## config.mk

```make
export PLATFORM = sky130hd
export DESIGN_NAME = rtd_top
export DESIGN_NICKNAME = d
export VERILOG_FILES = /design/src/rtd_pkg.sv /design/src/rtd_top.sv /design/src/rtd_sync.sv
export VERILOG_INCLUDE_DIRS = /design/src
export SDC_FILE = /design/constraint.sdc
export NUM_CORES = 1
export LEC_CHECK = 0
export ABC_AREA = 1
export BUFFER_PORTS_ARGS = -buffer_cell sky130_fd_sc_hd__buf_2
export CORE_MARGIN = 5
export CORE_UTILIZATION = 39
export CTS_CLUSTER_SIZE = 24
export DETAILED_ROUTE_END_ITERATION = 8
export GPL_TIMING_DRIVEN = 0
export PLACE_DENSITY = 0.65
export SLEW_MARGIN = 10
export SYNTH_ARGS = -nofsm -noshare
export SYNTH_HDL_FRONTEND = slang
export SYNTH_HIERARCHICAL = 1
export SYNTH_SLANG_ARGS = --single-unit
```

## constraint.sdc

```tcl
create_clock -name hclk -period 1.69 [get_ports hclk]
set_input_delay 0 -clock hclk [delete_from_list [all_inputs] [get_ports hclk]]
set_output_delay 0 -clock hclk [all_outputs]
set_load 0.02 [all_outputs]
```

## src/rtd_params.svh

```systemverilog
// Purpose: Register map, field positions and fixed counts of the receive status and
//          transmit DMA setup block.
// Assumes: Included once by every file that needs a constant.
// Notes:   Register offsets are byte addresses on a 32-bit AHB-Lite bus.
`ifndef RTD_PARAMS_SVH
`define RTD_PARAMS_SVH

// ----------------------------------------------------------------------------
// Register byte addresses
// ----------------------------------------------------------------------------
`define RTD_ADDR_W 8
`define RTD_A_RX_STATUS 8'h0C
`define RTD_A_TX_PAGE 8'h10
`define RTD_A_TX_LEN_LO 8'h14
`define RTD_A_TX_LEN_HI 8'h18
`define RTD_A_RX_CFG 8'h1C
`define RTD_A_ALIGN_TALLY 8'h20
`define RTD_A_CRC_TALLY 8'h24
`define RTD_A_MISS_TALLY 8'h28
`define RTD_A_TX_CTRL 8'h2C

// ----------------------------------------------------------------------------
// Receive status field positions
// ----------------------------------------------------------------------------
`define RTD_B_INTACT 0
`define RTD_B_CRC 1
`define RTD_B_ALIGN 2
`define RTD_B_OVERFLOW 3
`define RTD_B_MISSED 4
`define RTD_B_MCAST 5
`define RTD_B_RX_OFF 6
`define RTD_B_DEFER 7
`define RTD_PKT_BITS 6

// ----------------------------------------------------------------------------
// Configuration fields, reset values and counts
// ----------------------------------------------------------------------------
`define RTD_B_SAVE_ERR 0
`define RTD_B_MONITOR 1
`define RTD_B_TX_GO 0
`define RTD_B_TX_BUSY 1
`define RTD_TALLY_MAX 8'hC0
`define RTD_BYTE_ZERO 8'h00
`define RTD_WORD_ZERO 32'h0000_0000
`define RTD_HTRANS_NONSEQ 2'h2
`define RTD_HTRANS_SEQ 2'h3

`endif

```

## src/rtd_pkg.sv

```systemverilog
// Purpose: Types shared by the receive status and transmit DMA setup block.
// Assumes: Constants live in rtd_params.svh.
// Notes:   State codes are written out in binary.
package rtd_pkg;

	// Receive packet tracking state.
	typedef enum logic [0:0] {
		RTD_RX_IDLE = 1'b0, // Waiting for a packet to begin.
		RTD_RX_BUSY = 1'b1 // A packet is arriving.
	} rtd_rx_state_type;

	// Transmit local DMA state.
	typedef enum logic [0:0] {
		RTD_TX_IDLE = 1'b0, // No transmission in progress.
		RTD_TX_RUN = 1'b1 // Bytes are being fetched for the wire.
	} rtd_tx_state_type;

endpackage

```

## src/rtd_top.sv

```systemverilog
// Purpose: Receive status capture, error tallies and transmit DMA setup for a 10 Mbit/s MAC.
// Assumes: Receiver event strobes come from logic on hclk; carrier, collision and jabber
//          come from pins and are synchronised here.
// Notes:   Registers are reached over AHB-Lite with zero wait states.
//
// How it works
// Good packet status byte stored with packet.
// Saved errored packet gets status at head.
// Rejected errored packets store no status byte.
// Status packet bits clear when packet begins.
// Count CRC, alignment, missed packets internally.
// Host ignores status before first reception.
// Intact only when error and missed bits clear.
// CRC bit set also on alignment; tally counts.
// Misaligned with bad CRC sets alignment bit.
// FIFO overflow sets bit and aborts packet.
// Unaccepted addressed packet sets missed, counts.
// Bit five: physical zero, multicast one.
// Receiver-off bit follows monitor mode.
// Deferring bit on carrier, collision, held jabber.
// Alignment/CRC pair never reads one-zero.
// All registers are eight bits wide.
// Page registers give upper address byte only.
// Transmit start loads page, low byte zero.
// Host counts addresses, length and data bytes.
// Byte count is at most 64 Kbytes.
// Full byte count sent, never truncated.
// Packet outcome bits update together at end.
`timescale 1ns/1ps
`include "rtd_params.svh"
module rtd_top import rtd_pkg::*; #(
	parameter int TALLY_W = 8, // Width of each tally counter.
	parameter int LEN_W = 16 // Width of the transmit byte counter.
) (
	input wire logic hclk, // System clock, 250 MHz.
	input wire logic hresetn, // Asynchronous reset, active low.
	input wire logic clk_en, // Clock enable; all state holds while low.
	input wire logic hsel, // AHB slave select.
	input wire logic [31:0] haddr, // AHB address.
	input wire logic [1:0] htrans, // AHB transfer type.
	input wire logic hwrite, // AHB write flag.
	input wire logic [2:0] hsize, // AHB transfer size.
	input wire logic [31:0] hwdata, // AHB write data.
	input wire logic hready, // AHB bus ready.
	output logic hreadyout, // AHB slave ready.
	output logic hresp, // AHB response, always OKAY.
	output logic [31:0] hrdata, // AHB read data.
	input wire logic rx_begin, // Pulse: a packet begins to arrive.
	input wire logic rx_done, // Pulse: packet reception has ended.
	input wire logic rx_crc_bad, // Level at rx_done: CRC mismatch.
	input wire logic rx_odd_bits, // Level at rx_done: not ended on a byte boundary.
	input wire logic rx_addr_hit, // Level at rx_done: address recognised.
	input wire logic rx_group_addr, // Level at rx_done: multicast or broadcast match.
	input wire logic rx_no_buffer, // Level at rx_done: no receive buffer free.
	input wire logic rx_fifo_full, // Pulse: receive FIFO overflowed.
	input wire logic carrier_pin, // Pin: internal carrier sense.
	input wire logic collision_pin, // Pin: collision.
	input wire logic jabber_pin, // Pin: transceiver collision due to jabber.
	output logic rx_abort_q, // Pulse: abort current reception.
	output logic stat_store_q, // Pulse: store status byte to buffer memory.
	output logic stat_at_head_q, // With stat_store_q: place at packet head.
	output logic [7:0] stat_byte_q, // Status byte to store.
	output logic [15:0] tx_dma_addr_q, // Local DMA address for transmit.
	output logic tx_active_q, // Transmission in progress.
	input wire logic tx_byte_take, // Pulse: one byte fetched for transmit.
	output logic tx_last_q // Pulse: final byte fetched.
);

	// ------------
	// Declarations
	// ------------
	logic [2:0] pins_s; // Synchronised carrier, collision and jabber.
	logic ap_wr_q, ap_wr_d; // Data phase of a write is pending.
	logic [7:0] ap_addr_q, ap_addr_d; // Captured write address.
	logic [31:0] rdata_q, rdata_d; // Registered read data.
	logic [7:0] tx_page_q, tx_page_d; // Transmit page start.
	logic [7:0] tx_len_lo_q, tx_len_lo_d; // Transmit byte count, low byte.
	logic [7:0] tx_len_hi_q, tx_len_hi_d; // Transmit byte count, high byte.
	logic [1:0] cfg_q, cfg_d; // Save-errors and monitor mode bits.
	logic tx_go; // Software start pulse, from a write.
	logic addr_ph; // A valid address phase is taken.
	logic rd_align, rd_crc, rd_miss; // Tally registers being read.
	logic [7:0] ap_a; // Low address bits of the address phase.
	rtd_rx_state_type rx_st_q, rx_st_d; // Receive tracking state.
	logic [`RTD_PKT_BITS-1:0] pkt_q, pkt_d; // Packet outcome status bits.
	logic ovf_q, ovf_d; // Overflow seen in current packet.
	logic abort_d, store_d, head_d; // Next values of pulse outputs.
	logic [7:0] sbyte_d; // Next stored status byte.
	logic [TALLY_W-1:0] t_align_q, t_align_d; // Alignment error tally.
	logic [TALLY_W-1:0] t_crc_q, t_crc_d; // CRC error tally.
	logic [TALLY_W-1:0] t_miss_q, t_miss_d; // Missed packet tally.
	logic inc_align, inc_crc, inc_miss; // Tally increments.
	logic defer_q, defer_d; // Deferring bit.
	rtd_tx_state_type tx_st_q, tx_st_d; // Transmit state.
	logic [15:0] tx_addr_d; // Next local DMA address.
	logic [LEN_W-1:0] tx_left_q, tx_left_d; // Bytes still to fetch.
	logic last_d; // Next final-byte pulse.
	logic [7:0] status_view; // Live status register value.

	// ------------
	// Functions
	// ------------
	// Tally step: clear on read, saturating increment; an increment in the cycle of a clear counts from zero.
	function automatic logic [TALLY_W-1:0] tally_step(input logic [TALLY_W-1:0] cur,
			input logic inc, input logic clr);
		logic [TALLY_W-1:0] nxt;
		nxt = clr ? TALLY_W'(0) : cur;
		if (inc && nxt != TALLY_W'(`RTD_TALLY_MAX)) begin
			nxt = nxt + TALLY_W'(1);
		end
		return nxt;
	endfunction

	// Widen an 8-bit register to a bus word with zeros above.
	function automatic logic [31:0] word_of(input logic [7:0] b);
		return {24'h000000, b};
	endfunction

	// ------------
	// Pin synchroniser
	// ------------
	// Carrier, collision and jabber arrive from the transceiver side.
	rtd_sync #(
		.W(3)
	) u_pins (
		.hclk(hclk),
		.hresetn(hresetn),
		.clk_en(clk_en),
		.pin_in({jabber_pin, collision_pin, carrier_pin}),
		.sync_q(pins_s)
	);

	// ------------
	// AHB-Lite slave
	// ------------
	// The slave never stalls except while the clock enable holds state.
	assign hreadyout = clk_en;
	assign hresp = 1'b0;
	assign hrdata = rdata_q;
	assign ap_a = haddr[7:0];
	assign addr_ph = hsel && hready && (htrans == `RTD_HTRANS_NONSEQ ||
		htrans == `RTD_HTRANS_SEQ) && (haddr[31:8] == 24'h000000);
	assign rd_align = addr_ph && !hwrite && ap_a == `RTD_A_ALIGN_TALLY;
	assign rd_crc = addr_ph && !hwrite && ap_a == `RTD_A_CRC_TALLY;
	assign rd_miss = addr_ph && !hwrite && ap_a == `RTD_A_MISS_TALLY;
	assign tx_go = ap_wr_q && ap_addr_q == `RTD_A_TX_CTRL && hwdata[`RTD_B_TX_GO];
	assign status_view = {defer_q, cfg_q[`RTD_B_MONITOR], pkt_q};

	// Decode the address phase for reads, and apply writes in the data phase.
	always_comb begin
		ap_wr_d = addr_ph && hwrite;
		ap_addr_d = ap_a;
		rdata_d = `RTD_WORD_ZERO;
		tx_page_d = tx_page_q;
		tx_len_lo_d = tx_len_lo_q;
		tx_len_hi_d = tx_len_hi_q;
		cfg_d = cfg_q;
		if (addr_ph && !hwrite) begin
			if (ap_a == `RTD_A_RX_STATUS) begin
				rdata_d = word_of(status_view);
			end else if (ap_a == `RTD_A_TX_PAGE) begin
				rdata_d = word_of(tx_page_q);
			end else if (ap_a == `RTD_A_TX_LEN_LO) begin
				rdata_d = word_of(tx_len_lo_q);
			end else if (ap_a == `RTD_A_TX_LEN_HI) begin
				rdata_d = word_of(tx_len_hi_q);
			end else if (ap_a == `RTD_A_RX_CFG) begin
				rdata_d = word_of({6'h00, cfg_q});
			end else if (ap_a == `RTD_A_ALIGN_TALLY) begin
				rdata_d = word_of(t_align_q);
			end else if (ap_a == `RTD_A_CRC_TALLY) begin
				rdata_d = word_of(t_crc_q);
			end else if (ap_a == `RTD_A_MISS_TALLY) begin
				rdata_d = word_of(t_miss_q);
			end else if (ap_a == `RTD_A_TX_CTRL) begin
				rdata_d = word_of({6'h00, tx_st_q == RTD_TX_RUN, 1'b0});
			end else begin
				rdata_d = `RTD_WORD_ZERO; // Unmapped reads return zero.
			end
		end
		if (ap_wr_q) begin
			// Each register takes only the low byte of the write data.
			if (ap_addr_q == `RTD_A_TX_PAGE) begin
				tx_page_d = hwdata[7:0];
			end else if (ap_addr_q == `RTD_A_TX_LEN_LO) begin
				tx_len_lo_d = hwdata[7:0];
			end else if (ap_addr_q == `RTD_A_TX_LEN_HI) begin
				tx_len_hi_d = hwdata[7:0];
			end else if (ap_addr_q == `RTD_A_RX_CFG) begin
				cfg_d = hwdata[1:0];
			end
		end
	end

	// Register bus state.
	always_ff @(posedge hclk or negedge hresetn) begin
		if (!hresetn) begin
			ap_wr_q <= 1'b0;
			ap_addr_q <= `RTD_BYTE_ZERO;
			rdata_q <= `RTD_WORD_ZERO;
			tx_page_q <= `RTD_BYTE_ZERO;
			tx_len_lo_q <= `RTD_BYTE_ZERO;
			tx_len_hi_q <= `RTD_BYTE_ZERO;
			cfg_q <= 2'h0;
		end else if (clk_en) begin
			ap_wr_q <= ap_wr_d;
			ap_addr_q <= ap_addr_d;
			rdata_q <= rdata_d;
			tx_page_q <= tx_page_d;
			tx_len_lo_q <= tx_len_lo_d;
			tx_len_hi_q <= tx_len_hi_d;
			cfg_q <= cfg_d;
		end
	end

	// ------------
	// Receive status capture
	// ------------
	// Track one packet, then commit its outcome and decide where the status goes.
	always_comb begin
		logic crc_e, align_e, miss_e, err_e;
		crc_e = 1'b0;
		align_e = 1'b0;
		miss_e = 1'b0;
		err_e = 1'b0;
		rx_st_d = rx_st_q;
		pkt_d = pkt_q;
		ovf_d = ovf_q;
		abort_d = 1'b0;
		store_d = 1'b0;
		head_d = 1'b0;
		sbyte_d = stat_byte_q;
		inc_align = 1'b0;
		inc_crc = 1'b0;
		inc_miss = 1'b0;
		case (rx_st_q)
			RTD_RX_IDLE: begin
				if (rx_begin) begin
					pkt_d = '0;
					ovf_d = 1'b0;
					rx_st_d = RTD_RX_BUSY;
				end
			end
			RTD_RX_BUSY: begin
				if (rx_fifo_full && !ovf_q) begin
					ovf_d = 1'b1;
					abort_d = 1'b1;
				end
				if (rx_done) begin
					crc_e = rx_crc_bad;
					align_e = rx_crc_bad && rx_odd_bits;
					miss_e = rx_addr_hit && (rx_no_buffer || cfg_q[`RTD_B_MONITOR]);
					err_e = crc_e || ovf_d;
					pkt_d[`RTD_B_CRC] = crc_e;
					pkt_d[`RTD_B_ALIGN] = align_e;
					pkt_d[`RTD_B_OVERFLOW] = ovf_d;
					pkt_d[`RTD_B_MISSED] = miss_e;
					pkt_d[`RTD_B_MCAST] = rx_group_addr;
					pkt_d[`RTD_B_INTACT] = !(crc_e || align_e || ovf_d || miss_e);
					inc_crc = rx_addr_hit && crc_e;
					inc_align = rx_addr_hit && align_e;
					inc_miss = miss_e;
					sbyte_d = {defer_q, cfg_q[`RTD_B_MONITOR], pkt_d};
					if (rx_addr_hit && !miss_e) begin
						if (!err_e) begin
							store_d = 1'b1;
						end else if (cfg_q[`RTD_B_SAVE_ERR]) begin
							store_d = 1'b1;
							head_d = 1'b1;
						end else begin
							store_d = 1'b0;
						end
					end
					rx_st_d = RTD_RX_IDLE;
				end
			end
			default: begin
				rx_st_d = RTD_RX_IDLE;
			end
		endcase
		// Receiver-off tracks monitor mode; deferring holds while jabber is signalled.
		defer_d = pins_s[0] || pins_s[1] || pins_s[2];
		t_align_d = tally_step(t_align_q, inc_align, rd_align);
		t_crc_d = tally_step(t_crc_q, inc_crc, rd_crc);
		t_miss_d = tally_step(t_miss_q, inc_miss, rd_miss);
	end

	// Register receive state, status and tallies.
	always_ff @(posedge hclk or negedge hresetn) begin
		if (!hresetn) begin
			rx_st_q <= RTD_RX_IDLE;
			pkt_q <= '0;
			ovf_q <= 1'b0;
			rx_abort_q <= 1'b0;
			stat_store_q <= 1'b0;
			stat_at_head_q <= 1'b0;
			stat_byte_q <= `RTD_BYTE_ZERO;
			t_align_q <= '0;
			t_crc_q <= '0;
			t_miss_q <= '0;
			defer_q <= 1'b0;
		end else if (clk_en) begin
			rx_st_q <= rx_st_d;
			pkt_q <= pkt_d;
			ovf_q <= ovf_d;
			rx_abort_q <= abort_d;
			stat_store_q <= store_d;
			stat_at_head_q <= head_d;
			stat_byte_q <= sbyte_d;
			t_align_q <= t_align_d;
			t_crc_q <= t_crc_d;
			t_miss_q <= t_miss_d;
			defer_q <= defer_d;
		end
	end

	// ------------
	// Transmit local DMA
	// ------------
	// Load the page start and count on start, then walk the full count.
	always_comb begin
		tx_st_d = tx_st_q;
		tx_addr_d = tx_dma_addr_q;
		tx_left_d = tx_left_q;
		last_d = 1'b0;
		case (tx_st_q)
			RTD_TX_IDLE: begin
				if (tx_go) begin
					tx_addr_d = {tx_page_q, `RTD_BYTE_ZERO};
					tx_left_d = LEN_W'({tx_len_hi_q, tx_len_lo_q});
					if ({tx_len_hi_q, tx_len_lo_q} != 16'h0000) begin
						tx_st_d = RTD_TX_RUN;
					end
				end
			end
			RTD_TX_RUN: begin
				if (tx_byte_take) begin
					tx_addr_d = tx_dma_addr_q + 16'h0001;
					tx_left_d = tx_left_q - LEN_W'(1);
					if (tx_left_q == LEN_W'(1)) begin
						last_d = 1'b1;
						tx_st_d = RTD_TX_IDLE;
					end
				end
			end
			default: begin
				tx_st_d = RTD_TX_IDLE;
			end
		endcase
	end

	// Register transmit state.
	always_ff @(posedge hclk or negedge hresetn) begin
		if (!hresetn) begin
			tx_st_q <= RTD_TX_IDLE;
			tx_dma_addr_q <= 16'h0000;
			tx_left_q <= '0;
			tx_last_q <= 1'b0;
			tx_active_q <= 1'b0;
		end else if (clk_en) begin
			tx_st_q <= tx_st_d;
			tx_dma_addr_q <= tx_addr_d;
			tx_left_q <= tx_left_d;
			tx_last_q <= last_d;
			tx_active_q <= (tx_st_d == RTD_TX_RUN);
		end
	end

endmodule // rtd_top

```

## src/rtd_sync.sv

```systemverilog
// Purpose: Three-stage synchroniser with agreement filter for pin inputs.
// Assumes: Inputs are asynchronous to hclk.
// Notes:   The output changes only once the second and third stages agree.
`timescale 1ns/1ps
module rtd_sync #(
	parameter int W = 1
) (
	input wire logic hclk, // System clock.
	input wire logic hresetn, // Asynchronous reset, active low.
	input wire logic clk_en, // Clock enable; state holds while low.
	input wire logic [W-1:0] pin_in, // Raw pin levels.
	output logic [W-1:0] sync_q // Filtered, synchronised levels.
);

	logic [W-1:0] s1_q, s2_q, s3_q; // Synchroniser stages.
	logic [W-1:0] s1_d, s2_d, s3_d, sync_d; // Next values.

	// ------------------------------------------------------------------------
	// Next values
	// ------------------------------------------------------------------------
	// Shift the stages; update each output bit only where stages two and three agree.
	always_comb begin
		s1_d = pin_in;
		s2_d = s1_q;
		s3_d = s2_q;
		sync_d = sync_q;
		for (int i = 0; i < W; i++) begin
			if (s2_q[i] == s3_q[i]) begin
				sync_d[i] = s3_q[i];
			end
		end
	end

	// Register all stages.
	always_ff @(posedge hclk or negedge hresetn) begin
		if (!hresetn) begin
			s1_q <= '0;
			s2_q <= '0;
			s3_q <= '0;
			sync_q <= '0;
		end else if (clk_en) begin
			s1_q <= s1_d;
			s2_q <= s2_d;
			s3_q <= s3_d;
			sync_q <= sync_d;
		end
	end

endmodule // rtd_sync

```

---- Yosys cells after proc, flatten, opt, wreduce, memory -nomap -nowiden ----
Index checks and enable logic that the tools add are counted.
cells by class
  add/subtract/negate cells ............... 5
  eq/ne operators ......................... 27
  mux-type cells .......................... 57
  bitwise gates (word level) .............. 5
  reductions and logical operators ........ 44
operator list
  kind                                                count
  two-way mux 8 bit                                   13
  == test 8 x 5 -> 1 bit, second input constant       8
  two-way mux 16 bit                                  4
  two-way mux 32 bit                                  2
  one-hot mux 16 bit (2 select lines)                 2
  == test 8 x 6 -> 1 bit, second input constant       5
  two-way mux 1 bit                                   29
  adder 8 x 1 -> 8 bit, second input constant         3
  logical NOT 24 bit                                  1
  inequality test 8 bit, second input constant        3
  logical AND 1 bit                                   19
  adder 16 x 1 -> 16 bit, second input constant       1
  == test 16 x 1 -> 1 bit, second input constant      1
  nonzero test 16 bit                                 1
  subtractor 16 x 1 -> 16 bit, second input constant  1
  two-way mux 6 bit                                   2
  one-hot mux 6 bit (2 select lines)                  1
  AND reduction 3 bit                                 4
  == test 8 x 4 -> 1 bit, second input constant       1
  logical OR 1 bit                                    8
  inequality test 2 bit, second input constant        4
  AND reduction 2 bit                                 4
  one-hot mux 1 bit (2 select lines)                  3
  AND reduction 6 bit                                 1
  other kinds (7)                                     17
storage, ports and cells
  bits in registers ....................... 157
  bits of input ports ..................... 87
  output and inout bits ................... 63

---- Logic depth before layout (Yosys ltp) ----
  word-level depth ........................ 11
  mapped depth ............................ 18
  mapped depth without buffers ............ 18

---- Hierarchy ----
The synthesis kept the hierarchy.
modules (own cells, without submodules)
  module    times used  cells each  area each (um^2)  sequential area each (um^2)
  rtd_top   1           928         7038.0            3027.9
  rtd_sync  1           62          525.5             300.3

---- Worst setup path before layout ----
OpenSTA, ideal clock, no wires.
  path type ............................... input to register
  start ................................... in haddr[0]
  end ..................................... reg t_miss_q[5]
  setup time .............................. 79 ps
  data arrival time ....................... 1759 ps
  setup slack ............................. -148 ps
  stages .................................. 13
  path buffers ............................ 0
  path through ............................ inv_1 -> nand3_1 -> nor3_4 -> nand2_4 -> nand2_1 -> ha_1 -> nand4_1 -> nor3_1 -> nand3_4 -> nand3_4 -> nor2_4 -> nand2_2 -> xor2_1
on the way
  cells in the longest elaborated chain, start to end .. 6
  elaborated cells between the ends (all ways) .. 7
  those cells by class .................... 1 x add/sub; 2 x eq/ne; 2 x mux; 2 x reduce/logical
RTL lines
  item                                                                          RTL line        text
  start, declared                                                               rtd_top.sv:39   input wire logic [31:0] haddr,
  == test 8 x 6 -> 1 bit (no source line) (*)                                   -
  logical AND 1 bit (no source line) (*)                                        -
  two-way mux 8 bit (*)                                                         rtd_top.sv:107  nxt = clr ? TALLY_W'(0) : cur;
  parallel branches: the longest is 2 deep, another holds adder 8 x 1 -> 8 bit  -
  two-way mux 8 bit (*)                                                         rtd_top.sv:108  if (inc && nxt != TALLY_W'(`RTD_TALLY_MAX)) begin
  end signal, assigned                                                          rtd_top.sv:312  t_miss_q <= t_miss_d;
  end, declared                                                                 rtd_top.sv:91   logic [TALLY_W-1:0] t_miss_q, t_miss_d;
Every way passes the cells marked *.
A chain may end at the register's enable or synchronous reset.

---- Worst setup path in the final report ----
  start ................................... reg tx_st_q
  end ..................................... reg tx_dma_addr_q[7]
on the way
  cells in the longest elaborated chain, start to end .. 3
  elaborated cells between the ends (all ways) .. 5
  those cells by class .................... 2 x eq/ne; 1 x mux; 1 x bitwise; 1 x reduce/logical
RTL lines
  item                                    RTL line        text
  start, declared                         rtd_top.sv:94   rtd_tx_state_type tx_st_q, tx_st_d;
  start signal, assigned                  rtd_top.sv:361  tx_st_q <= tx_st_d;
  inverter 1 bit                          -
  inequality test 2 bit (no source line)  -
  AND reduction 3 bit (no source line)    -
  end signal, assigned                    rtd_top.sv:362  tx_dma_addr_q <= tx_addr_d;
  end, declared                           rtd_top.sv:63   output logic [15:0] tx_dma_addr_q,
Parallel ways exist; a longest one is shown, timed or not.

==> impl_metrics.py <==
metrics = {
    "timing": {
        "rsz0062_at_grt": "yes",
        "slew_headroom": 0.513,
        "fin_setup_tns_ps": -25.6,
        "clock-skew-final_ps": 4.33,
        "slew_violations": 0,
        "hold_violations": 0,
        "final.period_utilization": 1.02,
        "worst_pin_slew_ps": 731,
        "fmax_ghz": 0.583,
        "timing.final.ws_setup_ps": -25.6,
        "min_period_ps": 1720,
        "setup_viol_count_final": 1,
    },
    "power": {
        "power_frac_comb": 0.139,
        "switching_power_uw": 2450,
        "p_leak_uw": 0.00501,
        "sequentialPowerShare": 0.426,
        "intPower_uw": 6040,
        "ir_worst_vdd_v": 0.000688,
        "powerDensity_nw_per_um2": 831,
        "p_clk_frac": 0.436,
        "p_sw_frac": 0.288,
    },
    "clocking": {
        "cts_root_buf": "clkbuf_16",
        "cts.clk_slew.worst_paths_ps": 60,
        "cts_max_level": 4,
        "clockBufferDepth": 2,
        "numClockSinks": 133,
        "tritoncts": "done",
        "clk-insertion-delay-late_ps": 430,
        "cts_made_buffers": 17,
    },
    "synthesis": {
        "synth_edf_count": 0,
        "synth-simple-area-share": 0.286,
        "synthMuxAreaShare": 0.00132,
        "ys_ff_latch": 133,
        "synth_area_leaders": "dfrtp_1, nand2_1, inv_1",
        "syn_avg_cell_area_um2": 7.64,
        "synth_top_family_by_area": "simple AND/OR/NAND/NOR gates",
        "synthTopCellsByCount": "nand2_1, dfrtp_1, inv_1, nor2_1, o21ai_0",
        "synth.most_common_cell": "nand2_1",
        "synth_compound_area_frac": 0.131,
        "synthFlopType": "dfrtp_1",
        "synth_fa_ha_area_frac": 0.0149,
        "yosys.area_share.xor_xnor": 0.0243,
        "synthDistinctLibCells": 48,
        "yosysSeqAreaShare": 0.440,
        "synth_top_area_share": 0.440,
        "yosys_warnings": 6,
        "async_flop_share": 1.00,
        "syn_inst": 990,
        "synth_area_leader_cell": "dfrtp_1",
        "synth.cell_area_um2": 7560,
    },
    "floorplan": {
        "die_area_um2": 22300,
        "io_pins": 150,
        "core_region_area_um2": 19300,
        "start_util": 0.392,
        "dieWidth_um": 149,
        "dieHeight_um": 149,
        "rows": 51,
    },
    "run": {
        "cap_viol_max_count": 0,
    },
    "global_route": {
        "grt_pass1_vias": 6990,
        "grt_util_met1": 0.264,
        "top_usage_layer": "met2",
        "grt_overflow": 0,
        "grtUsageTotal": 0.203,
        "antenna_found_initial": 1,
        "grt_max_degree": 70,
        "grtUsageMet3": 0.0501,
        "grt_pass1_wl_um": 35800,
        "met2_usage": 0.327,
    },
    "run_status": {
        "status": "finished with violations",
        "violations": "setup timing",
    },
    "hold_path": {
        "min_from": "clk_en",
        "min_path_type": "input port to flip-flop",
    },
    "placed_design": {
        "place.gp.congestion": 0.908,
        "port_buffers": 95,
        "hpwl_um": 15900,
    },
    "detailed_routing": {
        "drt_iter0_markers": 621,
        "ant_nets": 0,
        "num_vias": 7422,
        "first_pass_iters": 6,
        "wire_per_inst_um": 15.6,
        "avgViaCountPerCell": 5.03,
        "wirelength_um": 23000,
        "drcViolationCount": 0,
    },
    "critical_path": {
        "start_kind": "flip-flop",
        "critPathRequiredTime_ps": 1990,
        "path_max_fanout": 6,
        "cp-end-kind": "flip-flop",
        "arrival_ps": 2020,
        "critPathKind": "flip-flop to flip-flop",
        "crit_start": "tx_st_q",
        "rr_startpoint": "tx_st_q",
    },
    "final_layout": {
        "n_antenna_cell": 0,
        "syn_to_final_growth_pct": 35.1,
        "final_core_util": 0.530,
        "nets": 1296,
        "drive_above_1_share": 0.273,
    },
}
## final timing paths
check	endpoint	slack, ps	cells past startpoint
max	tx_dma_addr_q[7]	-30	7
min	u_pins/s3_q[1]	20	4
max reg2reg	tx_dma_addr_q[7]	-30	7
min reg2reg	stat_byte_q[5]	470	2
max in group asynchronous	t_crc_q[5]	790	3
min in group asynchronous	tx_dma_addr_q[5]	150	2
## state kept, by name, indices dropped and copies added, names as in the netlist, 2 cells and up
name	flops
tx_len_lo_q	8
cfg_q	2
u_pins/s1_q	3
tx_dma_addr_q	16
t_crc_q	8
hrdata	8
stat_byte_q	8
tx_len_hi_q	8
t_align_q	8
tx_page_q	8
u_pins/sync_q	3
t_miss_q	8
u_pins/s3_q	3
u_pins/s2_q	3
tx_left_q	16
ap_addr_q	8
pkt_q	6
## critical path: stages, from the launching register on
cell	delay, ps
dfrtp_2	460
nor4_4	310
nand3_2	160
nand2_4	130
buf_8	150
nand2_4	70
nor3_4	210
a211oi_1	100
## metal layers
metal / share of wire / up-vias
li1: - / 3595
met1: 0.43 / 3546
met2: 0.49 / 232
met3: 0.062 / 47
met4: 0.022 / 2
met5: 0.00048 / -
## cells in the final DEF (no fill, tap or decap), types with 4 or more instances in the layout
cell,synthesis,final
nand2_1,252,233
dfrtp_1,133,128
inv_1,115,105
buf_2,6,92
nor2_1,104,78
o21ai_0,82,76
buf_4,27,64
nand3_1,49,43
a21oi_1,39,37
dlygate4sd3_1,0,34
conb_1,1,25
o21ai_1,16,19
nand4_1,19,19
nand2_2,6,19
nor2_2,3,18
clkbuf_16,0,18
nor2_4,6,17
xor2_1,13,13
buf_6,2,13
inv_2,4,12
xnor2_1,8,8
o2111ai_1,8,8
nand3_4,3,8
nand2_4,2,8
clkbuf_1,16,7
a22o_1,7,7
ha_1,9,7
nand3_2,5,6
nor4_1,8,6
o211ai_1,6,6
nor3_4,3,5
a21oi_2,3,5
inv_6,0,5
dfrtp_2,0,5
clkinvlp_4,0,4
clkbuf_2,0,4
nor3_2,0,4
nor3_1,10,4
## power by group through the flow
stage	Clock [uW]	Combinational (uW)	Sequential [uW]
finish	3700	1180	3610
global route	3890	1340	3640
CTS	3730	1120	3600
detailed placement	0	1050	3650
global placement	0	1020	3650
floorplan	0	638	3660
## through the flow
step / power (uW) / setup slack, ps / instance area [um^2] / std cells / hold WS, ps
3_3_place_gp: 4670 / -1530 / 8480 / 1374 / 210
6_report: 8490 / -25.6 / 10200 / 1477 / 16.8
2_1_floorplan: 4300 / -44.1 / 7670 / 1014 / -296
5_1_grt: 8870 / -141 / 10200 / 1477 / 34.7
3_5_place_dp: 4700 / -419 / 8510 / 1375 / 60.8
4_1_cts: 8450 / -4.07 / 9670 / 1455 / 0.388
## repair_timing
| action | in CTS | in global routing |
|---|---|---|
| gates cloned | 0 | 3 |
| endpoints found under the setup margin | 55 | 87 |
| pin swaps | 9 | 40 |
| gates resized for setup | 41 | 105 |
| hold buffers | 34 | 0 |
| endpoints found under the hold margin | 125 | 0 |
| setup buffers | 17 | 22 |
## cells by family (layout without fill, tap and decap cells)
logic type,Yosys count,after routing
adders and majority gates,9,9
muxes,1,1
DFF,133,133
other,1,25
xor gates and xnor gates,21,21
and+or+nand+nor,478,478
AOI/OAI and AO/OA,175,175
buffers and inverters,172,370
## final cells by class
type                    count  area (um^2)
fillers                  1806         9050
multi-input cells         709         3960
flip-flops and latches    133         3330
repair buffers            171         1210
inverters                 120          457
clock buffers              17          425
plain buffers              48          349
well taps                 265          332
clock inverters            14          150
Power figures use the tool's default switching activity.
